## config.mk

```make
export PLATFORM = sky130hd
export DESIGN_NAME = mem_hw_auto_init
export DESIGN_NICKNAME = d
export VERILOG_FILES = /design/src/mem_init_pkg.sv /design/src/mem_init_if.sv /design/src/mem_hw_auto_init.sv /design/src/mem_init_engine.sv
export SDC_FILE = /design/constraint.sdc
export NUM_CORES = 1
export LEC_CHECK = 0
export BUFFER_PORTS_ARGS = -buffer_cell sky130_fd_sc_hd__buf_2
export CAP_MARGIN = 30
export CORE_ASPECT_RATIO = 1.75
export CORE_UTILIZATION = 25
export CTS_CLUSTER_SIZE = 20
export DETAILED_ROUTE_END_ITERATION = 10
export GPL_TIMING_DRIVEN = 1
export PLACE_DENSITY = 0.4
export SLEW_MARGIN = 20
export SYNTH_ARGS = -nofsm -noshare
export SYNTH_HDL_FRONTEND = slang
export SYNTH_SLANG_ARGS = --single-unit
```

## constraint.sdc

```tcl
create_clock -name ref_clk -period 13.8 [get_ports ref_clk]
set_input_delay 2.07 -clock ref_clk [delete_from_list [all_inputs] [get_ports ref_clk]]
set_output_delay 2.07 -clock ref_clk [all_outputs]
set_load 0.01 [all_outputs]
```

## src/mem_init_pkg.sv

```systemverilog
// Constants and types shared by the memory auto-initialization block
package mem_init_pkg;
    // ========================================
    // Register map (byte addresses)
    localparam logic [7:0]  GLOBAL_CTRL_OFFS = 8'h00;
    localparam logic [7:0]  SELECT_OFFS      = 8'h04;
    localparam logic [7:0]  STATUS_OFFS      = 8'h08;
    localparam logic [7:0]  WRAP_CTRL_OFFS   = 8'h0C;
    // ========================================
    // Field layouts and reset values
    localparam int          KEY_WIDTH        = 4;
    localparam logic [3:0]  KEY_ENABLE       = 4'hA;
    localparam logic [3:0]  KEY_RESET        = 4'h5;
    localparam logic [31:0] SELECT_RESET     = 32'h0000_0000;
    localparam int          DONE_BIT         = 0;
    localparam int          BUSY_BIT         = 1;
    localparam int          DOMAIN_WIDTH     = 2;
    localparam logic [1:0]  DOMAIN_RESET     = 2'b11;
    localparam int          ODD_BIT          = 2;
    // ========================================
    // Memory map of select bits
    localparam int          TCM_BIT          = 0;
    localparam int          DMA_BIT          = 1;
    localparam int          VECTOR_BIT       = 2;
    localparam int          SPORT_ONE_BIT    = 7;
    localparam int          SPORT_THREE_BIT  = 11;
    localparam int          SPORT_FIVE_BIT   = 12;
    localparam int          NUM_SPORTS       = 3;
    localparam int          ADDR_WIDTH       = 10;
    localparam logic [9:0]  LAST_WORD        = 10'h3FF;
    // ========================================
    // AXI responses
    localparam logic [1:0]  RESP_OKAY        = 2'b00;
    localparam logic [1:0]  RESP_DECERR      = 2'b11;
    typedef enum logic [0:0] {
        ENG_IDLE = 1'b0,
        ENG_WALK = 1'b1
    } engine_state_t;
endpackage

```

## src/mem_init_if.sv

```systemverilog
// Carrier between the register front end and the init engine
`timescale 1ns/1ps
interface mem_init_if;
    import mem_init_pkg::*;
    logic                       start;
    logic [31:0]                select;
    logic [NUM_SPORTS-1:0]      sport_in_reset;
    logic                       busy;
    logic                       done;
    logic [31:0]                mem_sel;
    logic [ADDR_WIDTH-1:0]      mem_addr;
    logic                       mem_we;
    modport front  (output start, output select, output sport_in_reset,
                    input busy, input done, input mem_sel, input mem_addr, input mem_we);
    modport engine (input start, input select, input sport_in_reset,
                    output busy, output done, output mem_sel, output mem_addr, output mem_we);
endinterface

```

## src/mem_hw_auto_init.sv

```systemverilog
// Memory auto-initialization block with AXI4-Lite register access
`timescale 1ns/1ps
module mem_hw_auto_init
    import mem_init_pkg::*;
(
    input  wire logic                            ref_clk,
    input  wire logic                            sys_rst,
    input  wire logic [7:0]                      s_axi_awaddr,
    input  wire logic                            s_axi_awvalid,
    output logic                                 s_axi_awready,
    input  wire logic [31:0]                     s_axi_wdata,
    input  wire logic [3:0]                      s_axi_wstrb,
    input  wire logic                            s_axi_wvalid,
    output logic                                 s_axi_wready,
    output logic [1:0]                           s_axi_bresp,
    output logic                                 s_axi_bvalid,
    input  wire logic                            s_axi_bready,
    input  wire logic [7:0]                      s_axi_araddr,
    input  wire logic                            s_axi_arvalid,
    output logic                                 s_axi_arready,
    output logic [31:0]                          s_axi_rdata,
    output logic [1:0]                           s_axi_rresp,
    output logic                                 s_axi_rvalid,
    input  wire logic                            s_axi_rready,
    input  wire logic [mem_init_pkg::NUM_SPORTS-1:0] sport_in_reset,
    output logic [31:0]                          mem_sel,
    output logic [mem_init_pkg::ADDR_WIDTH-1:0]  mem_addr,
    output logic                                 mem_we,
    output logic                                 mem_check_odd,
    output logic                                 ecc_we,
    output logic [mem_init_pkg::DOMAIN_WIDTH-1:0] tcm_domain
);
    import mem_init_pkg::*;

    mem_init_if link ();

    // ========================================
    // Register state
    logic [KEY_WIDTH-1:0]    key, next_key;
    logic [31:0]             select, next_select;
    logic                    done_flag, next_done_flag;
    logic [DOMAIN_WIDTH-1:0] domain, next_domain;
    logic                    odd, next_odd;
    logic                    start, next_start;
    // Bus state
    logic                    aw_full, next_aw_full;
    logic                    w_full, next_w_full;
    logic [7:0]              aw_q, next_aw_q;
    logic [31:0]             wd_q, next_wd_q;
    logic [3:0]              ws_q, next_ws_q;
    logic                    next_awready, next_wready, next_arready;
    logic                    next_bvalid, next_rvalid;
    logic [1:0]              next_bresp, next_rresp;
    logic [31:0]             next_rdata;
    logic                    do_write;
    logic [31:0]             wmask;

    // ========================================
    // Write channel and register updates
    always_comb begin
        next_aw_full   = aw_full;
        next_w_full    = w_full;
        next_aw_q      = aw_q;
        next_wd_q      = wd_q;
        next_ws_q      = ws_q;
        next_bvalid    = s_axi_bvalid;
        next_bresp     = s_axi_bresp;
        next_key       = key;
        next_select    = select;
        next_domain    = domain;
        next_odd       = odd;
        next_start     = 1'b0;
        next_done_flag = done_flag;
        wmask = {{8{ws_q[3]}}, {8{ws_q[2]}}, {8{ws_q[1]}}, {8{ws_q[0]}}};
        if (s_axi_awvalid && s_axi_awready) begin
            next_aw_full = 1'b1;
            next_aw_q    = s_axi_awaddr;
        end
        if (s_axi_wvalid && s_axi_wready) begin
            next_w_full = 1'b1;
            next_wd_q   = s_axi_wdata;
            next_ws_q   = s_axi_wstrb;
        end
        if (s_axi_bvalid && s_axi_bready) begin
            next_bvalid = 1'b0;
        end
        do_write = aw_full && w_full && !s_axi_bvalid;
        if (do_write) begin
            next_aw_full = 1'b0;
            next_w_full  = 1'b0;
            next_bvalid  = 1'b1;
            next_bresp   = RESP_OKAY;
            unique case ({aw_q[7:2], 2'b00})
                GLOBAL_CTRL_OFFS: if (ws_q[0]) begin
                    next_key = wd_q[KEY_WIDTH-1:0];
                    // Writes while busy cannot restart a running sweep
                    next_start = (wd_q[KEY_WIDTH-1:0] == KEY_ENABLE) && !link.busy;
                end
                SELECT_OFFS: if (!link.busy) begin
                    next_select = (select & ~wmask) | (wd_q & wmask);
                end
                STATUS_OFFS: if (ws_q[0] && wd_q[DONE_BIT]) begin
                    next_done_flag = 1'b0;                     // Write one to clear
                end
                WRAP_CTRL_OFFS: if (ws_q[0]) begin
                    next_domain = wd_q[DOMAIN_WIDTH-1:0];
                    next_odd    = wd_q[ODD_BIT];
                end
                default: next_bresp = RESP_DECERR;
            endcase
        end
        // Completion set wins over a same-cycle clear
        if (link.done) begin
            next_done_flag = 1'b1;
        end
        next_awready = !next_aw_full && !next_bvalid;
        next_wready  = !next_w_full && !next_bvalid;
    end

    // ========================================
    // Read channel
    always_comb begin
        next_rvalid = s_axi_rvalid;
        next_rdata  = s_axi_rdata;
        next_rresp  = s_axi_rresp;
        if (s_axi_rvalid && s_axi_rready) begin
            next_rvalid = 1'b0;
        end
        if (s_axi_arvalid && s_axi_arready) begin
            next_rvalid = 1'b1;
            next_rresp  = RESP_OKAY;
            next_rdata  = '0;
            unique case ({s_axi_araddr[7:2], 2'b00})
                GLOBAL_CTRL_OFFS: next_rdata[KEY_WIDTH-1:0] = key;
                SELECT_OFFS:      next_rdata = select;
                STATUS_OFFS: begin
                    next_rdata[DONE_BIT] = done_flag;
                    next_rdata[BUSY_BIT] = link.busy;
                end
                WRAP_CTRL_OFFS: begin
                    next_rdata[DOMAIN_WIDTH-1:0] = domain;
                    next_rdata[ODD_BIT]          = odd;
                end
                default: next_rresp = RESP_DECERR;
            endcase
        end
        next_arready = !next_rvalid;
    end

    // Registers of both channels and the control file
    always_ff @(posedge ref_clk or posedge sys_rst) begin
        if (sys_rst) begin
            aw_full       <= 1'b0;
            w_full        <= 1'b0;
            aw_q          <= '0;
            wd_q          <= '0;
            ws_q          <= '0;
            s_axi_awready <= 1'b0;
            s_axi_wready  <= 1'b0;
            s_axi_bvalid  <= 1'b0;
            s_axi_bresp   <= RESP_OKAY;
            s_axi_arready <= 1'b0;
            s_axi_rvalid  <= 1'b0;
            s_axi_rdata   <= '0;
            s_axi_rresp   <= RESP_OKAY;
            key           <= KEY_RESET;
            select        <= SELECT_RESET;
            done_flag     <= 1'b0;
            domain        <= DOMAIN_RESET;
            odd           <= 1'b0;
            start         <= 1'b0;
        end else begin
            aw_full       <= next_aw_full;
            w_full        <= next_w_full;
            aw_q          <= next_aw_q;
            wd_q          <= next_wd_q;
            ws_q          <= next_ws_q;
            s_axi_awready <= next_awready;
            s_axi_wready  <= next_wready;
            s_axi_bvalid  <= next_bvalid;
            s_axi_bresp   <= next_bresp;
            s_axi_arready <= next_arready;
            s_axi_rvalid  <= next_rvalid;
            s_axi_rdata   <= next_rdata;
            s_axi_rresp   <= next_rresp;
            key           <= next_key;
            select        <= next_select;
            done_flag     <= next_done_flag;
            domain        <= next_domain;
            odd           <= next_odd;
            start         <= next_start;
        end
    end

    // ========================================
    // Engine and memory-side ports
    assign link.start          = start;
    assign link.select         = select;
    assign link.sport_in_reset = sport_in_reset;

    mem_init_engine engine (
        .ref_clk (ref_clk),
        .sys_rst (sys_rst),
        .bus     (link)
    );

    // Memory strobes re-timed so every port leaves a flip-flop; costs one cycle
    // Zero data with zero ECC is a valid codeword; parity polarity follows odd
    always_ff @(posedge ref_clk or posedge sys_rst) begin
        if (sys_rst) begin
            mem_sel  <= '0;
            mem_addr <= '0;
            mem_we   <= 1'b0;
            ecc_we   <= 1'b0;
        end else begin
            mem_sel  <= link.mem_sel;
            mem_addr <= link.mem_addr;
            mem_we   <= link.mem_we;
            ecc_we   <= link.mem_we & link.mem_sel[TCM_BIT];
        end
    end
    assign mem_check_odd = odd;
    assign tcm_domain    = domain;
endmodule

```

## src/mem_init_engine.sv

```systemverilog
// Sequencer that walks every selected RAM not held in port reset with a zero pattern
`timescale 1ns/1ps
module mem_init_engine
    import mem_init_pkg::*;
(
    input  wire logic ref_clk,
    input  wire logic sys_rst,
    mem_init_if.engine bus
);
    import mem_init_pkg::*;

    // ========================================
    // Pending work
    localparam logic [31:0] ONE = 32'h0000_0001;
    engine_state_t         state, next_state;
    logic [31:0]           sys_pend, next_sys_pend;
    logic [31:0]           loc_pend, next_loc_pend;
    logic                  sys_run, next_sys_run;
    logic [31:0]           cur, next_cur;
    logic [ADDR_WIDTH-1:0] addr, next_addr;
    logic                  we, next_we;
    logic                  done, next_done;
    logic [NUM_SPORTS-1:0] rst_prev;
    logic [31:0]           released;
    logic [31:0]           in_reset;
    logic [31:0]           pend;

    // Map serial port reset levels onto their select bits
    always_comb begin
        released = '0;
        in_reset = '0;
        released[SPORT_ONE_BIT]   = rst_prev[0] & ~bus.sport_in_reset[0];
        released[SPORT_THREE_BIT] = rst_prev[1] & ~bus.sport_in_reset[1];
        released[SPORT_FIVE_BIT]  = rst_prev[2] & ~bus.sport_in_reset[2];
        in_reset[SPORT_ONE_BIT]   = bus.sport_in_reset[0];
        in_reset[SPORT_THREE_BIT] = bus.sport_in_reset[1];
        in_reset[SPORT_FIVE_BIT]  = bus.sport_in_reset[2];
        pend = sys_pend | loc_pend;
    end

    // Next state: one word per cycle, lowest pending memory first
    always_comb begin
        next_state    = state;
        next_sys_pend = sys_pend;
        next_loc_pend = loc_pend | released;
        next_sys_run  = sys_run;
        next_cur      = cur;
        next_addr     = addr;
        next_we       = 1'b0;
        next_done     = 1'b0;
        unique case (state)
            ENG_IDLE: begin
                if (bus.start) begin
                    // Ports still held in local reset cannot take the walk
                    next_sys_pend = bus.select & ~in_reset;
                    next_sys_run  = 1'b1;
                end else if (pend != '0) begin
                    next_cur   = pend & (~pend + ONE);
                    next_addr  = '0;
                    next_we    = 1'b1;
                    next_state = ENG_WALK;
                end else if (sys_run) begin
                    next_sys_run = 1'b0;
                    next_done    = 1'b1;
                end
            end
            ENG_WALK: begin
                if (addr == LAST_WORD) begin
                    next_sys_pend = sys_pend & ~cur;
                    next_loc_pend = (loc_pend & ~cur) | released;
                    next_cur      = '0;
                    next_state    = ENG_IDLE;
                end else begin
                    next_addr = addr + 1'b1;
                    next_we   = 1'b1;
                end
                // A local port walk must not swallow a software start
                if (bus.start) begin
                    next_sys_pend = bus.select & ~in_reset;
                    next_sys_run  = 1'b1;
                end
            end
        endcase
    end

    // Registers
    always_ff @(posedge ref_clk or posedge sys_rst) begin
        if (sys_rst) begin
            state    <= ENG_IDLE;
            sys_pend <= '0;
            loc_pend <= '0;
            sys_run  <= 1'b0;
            cur      <= '0;
            addr     <= '0;
            we       <= 1'b0;
            done     <= 1'b0;
            rst_prev <= '0;
        end else begin
            state    <= next_state;
            sys_pend <= next_sys_pend;
            loc_pend <= next_loc_pend;
            sys_run  <= next_sys_run;
            cur      <= next_cur;
            addr     <= next_addr;
            we       <= next_we;
            done     <= next_done;
            rst_prev <= bus.sport_in_reset;
        end
    end

    assign bus.busy     = sys_run;
    assign bus.done     = done;
    assign bus.mem_sel  = cur;
    assign bus.mem_addr = addr;
    assign bus.mem_we   = we;
endmodule

```

==> metrics.md <==
| Metric | Value |
|---|---|
| Outcome | `completed` |
| Yosys cell types | `54` |
| DR iter-0 viols | `between 200 and 300` |
| Vias in the first global route | `roughly 7500` |
| Cell count after synthesis | `approximately 840` |
| Yosys warns | `0` |
| Post-CTS Setup Repair Bufs | `0` |
| # fillers | `around 4300` |
| Worst Hold Class | `reg2reg` |
| Setup crit end kind | `asynchronous set/reset pin` |
| Core area | `between 40000 and 50000 um^2` |
| Top FF cell, synth | `dfrtp_1` |
| Clock buffer depth | `3` |
| Post-DRT Antenna Nets | `0` |
| Critical path type | `in2async` |
| Worst skew pair latency | `560 ps` |
| Initial antenna violation count | `1` |
| Max Slew Vio Count | `0` |
| Crit-path slowest cell | `buf_4` |
| Final #Nets | `about 1100` |
| Setup Skew | `around 13 ps` |
| Top Ports | `150` |
| Max_slew headroom | `a little over two fifths` |
| Mapped Area | `~11000 um^2` |
| Vias | `between 6000 and 7000` |
| Crit path DAT | `between 4000 and 5000 ps` |
| First-pass GRT wire length | `43800 um` |
| Syn_nets | `907` |
| WP data required | `~14000 ps` |
| Buf/Inv on CP | `5` |
| DR pass1 iterations | `4` |
| Seq cells post-synth | `between 200 and 300` |
| Critical path's largest stage delay | `~620 ps` |
| Port bufs | `between 100 and 150` |
| Seq/Total Area, Yosys | `between 60 and 70%` |
| CTS root buf | `clkbuf_16` |
| Num CTS Buffers | `28` |
| Die X | `158 um` |
| Maximum VDD drop | `between 0.09 and 0.1 mV` |
| Share of layout cells above drive strength 1 | `between 30 and 40%` |
| Total negative slack | `0 ps` |
| DRC viols | `0` |
| Hold-fix buffers, CTS | `0` |
| Crit Path Max Fanout | `90` |
| LEAKAGE | `between 6 and 7 nW` |
| Row count | `just under 100` |
| Fmax | `between 0.2 and 0.3 GHz` |
| CTS clk-pin slew, worst paths | `70 ps` |
| Routability congestion estimate | `between 0.7 and 0.8` |
| Ant diodes | `0` |
| Initial core utilization | `around a quarter` |
| Fin crit share | `25.7%` |
| TritonCTS clock tree | `yes` |
| CTS resizes | `0` |
| Avg Inst Size Synth | `12.6 um^2` |
| Worst path cell trace | `buf_2 -> inv_8 -> buf_4 -> buf_4 -> buf_16` |
| Vias per cell | `roughly 4.4` |
| Total die area | `roughly 43000 um^2` |
| Die H | `~270 um` |
| H-tree depth | `1` |
| DR WL/cell | `17.4 um` |
| GRT Util Overall | `a little over an eighth` |
| FFs w/ async S/R, synth | `100%` |
| Max-cap violations | `0` |
| Final setup viols | `0` |
| Fin crit period | `around 3500 ps` |
| Hold Vio Cnt, Final | `0` |
| Post-synth EDFFs | `0` |
| DPL Wire Length | `18600 um` |
| P&R area growth vs syn | `22.7%` |
| Type of origin of the critical path | `input port` |
| Power density cells | `between 150 and 200 nW/um^2` |
| Final Core Density | `a little under a third` |
| Largest net degree at the start of global routing | `91` |
| Most used cell, CP | `buf_4` |
| CTS Sinks | `280` |
| GRT overflow | `0` |
| Worst-margin pin slew | `853 ps` |
| CP top delay family | `buffers and inverters` |
| DRT Wirelength | `27400 um` |
| RSZ-0062 raised after global routing | `no` |
-- path summary, 6_finish.rpt --
kind                                                         start                            endpoint  slack [ps]  depth (start not counted)
worst max-delay path                                       sys_rst                  key[0]$_DFFE_PP1P_       10250                          5
worst min-delay path            engine.bus.mem_sel[20]$_DFFE_PP0P_               mem_sel[20]$_DFF_PP0_         400                          0
worst max register to register     engine.sys_pend[16]$_DFFE_PP0P_  engine.bus.mem_sel[30]$_DFFE_PP0P_       10850                          7
worst min register to register  engine.bus.mem_sel[20]$_DFFE_PP0P_               mem_sel[20]$_DFF_PP0_         400                          0
max in group ref_clk                     tcm_domain[0]$_DFFE_PP1P_                       tcm_domain[0]       10500                          1
min in group asynchronous                                  sys_rst         s_axi_rdata[27]$_DFFE_PP0P_        1610                          2
-- layer usage --
metal	track usage (%)	wire, um
met1	16.3	11600
met2	23.2	14000
met3	2.47	1270
met4	3.99	529
met5	0	13
-- worst reg2reg max path: cells and delay by family (launching register included) --
family | cells | cell delay (ps)
and+or+nand+nor | 4 | 1310
AOI/OAI and AO/OA | 2 | 710
buffers and inverters | 1 | 440
DFF | 1 | 380
-- placed cells by master, fill, tap and decap left out, types with 3 or more instances in the layout --
| master | n |
|---|---|
| nand2_2 | 3 |
| o211ai_1 | 4 |
| o21ai_1 | 12 |
| clkinv_2 | 7 |
| buf_4 | 11 |
| bufinv_16 | 5 |
| clkbuf_16 | 29 |
| o21ai_0 | 60 |
| nand2_1 | 128 |
| clkbuf_1 | 6 |
| or2_2 | 3 |
| mux2i_1 | 4 |
| a21oi_1 | 6 |
| mux2_2 | 82 |
| and4_1 | 4 |
| a22o_1 | 32 |
| and3_1 | 6 |
| nand4_1 | 4 |
| dfstp_2 | 4 |
| dfrtp_1 | 275 |
| buf_2 | 145 |
| inv_1 | 7 |
| clkbuf_8 | 5 |
| o41ai_1 | 8 |
| nor2_1 | 37 |
| and2_1 | 31 |
| nor4_1 | 12 |
| nand3_1 | 31 |
| o31ai_1 | 17 |
-- power by group --
part | internal (mW) | switching [mW] | total (mW)
Clock | 0.504 | 0.333 | 0.837
Sequential | 0.935 | 0.0747 | 1.01
Combinational | 0.116 | 0.0849 | 0.201
Total | 1.56 | 0.493 | 2.05
-- cell usage after synthesis (3+ instances only) --
| library cell | count | share of area, % |
|---|---|---|
| nor2_1 | 38 | 1.3 |
| nand4_1 | 4 | 0.24 |
| o211ai_1 | 4 | 0.28 |
| a21oi_1 | 6 | 0.28 |
| nand3_1 | 31 | 1.5 |
| and3_1 | 6 | 0.35 |
| buf_6 | 3 | 0.32 |
| o31ai_1 | 17 | 1.2 |
| or2_2 | 3 | 0.18 |
| mux2_2 | 82 | 8.7 |
| buf_2 | 3 | 0.14 |
| a22o_1 | 32 | 2.6 |
| and2_1 | 31 | 1.8 |
| buf_4 | 3 | 0.21 |
| o21ai_1 | 12 | 0.57 |
| dfstp_2 | 4 | 0.99 |
| o41ai_1 | 8 | 0.66 |
| inv_1 | 8 | 0.28 |
| nand2_1 | 130 | 4.6 |
| nor4_1 | 12 | 0.71 |
| o21ai_0 | 60 | 2.8 |
| and4_1 | 4 | 0.33 |
| mux2i_1 | 4 | 0.38 |
| clkbuf_1 | 24 | 0.85 |
| dfrtp_1 | 276 | 65 |
-- cell type report --
class                   count  area [um^2]  share of cell area, %
clock buffers              40          817                   6.27
inverters                   8         37.5                  0.288
flip-flops and latches    280         7010                   53.8
well taps                 555          694                   5.33
multi-input cells         523         3420                   26.3
repair buffers            158          856                   6.57
clock inverters            12          185                   1.42
-- per-stage QoR --
step           power, mW  hold WS, ps  instance area [um^2]  worst slack (ps)  std cells
2_1_floorplan       1.16          369                 10600              4010        844
3_3_place_gp        1.22          385                 12000              9190       1522
3_5_place_dp        1.23          383                 12000              9510       1524
4_1_cts             2.09          399                 13000             10120       1576
5_1_grt             2.15          406                 13000              9900       1576
6_report            2.05          400                 13000             10250       1576
-- cells by family (layout without fill, tap and decap cells) --
group                      Yosys count  count (layout)  synth area share, %
buffers and inverters               41             218                 1.80
DFF                                280             280                 66.1
and+or+nand+nor                    279             279                 12.7
adders and majority gates            1               1                0.118
xor gates and xnor gates             3               3                0.248
muxes                               88              88                 9.50
AOI/OAI and AO/OA                  152             152                 9.55
Power figures use the tool's default switching activity.
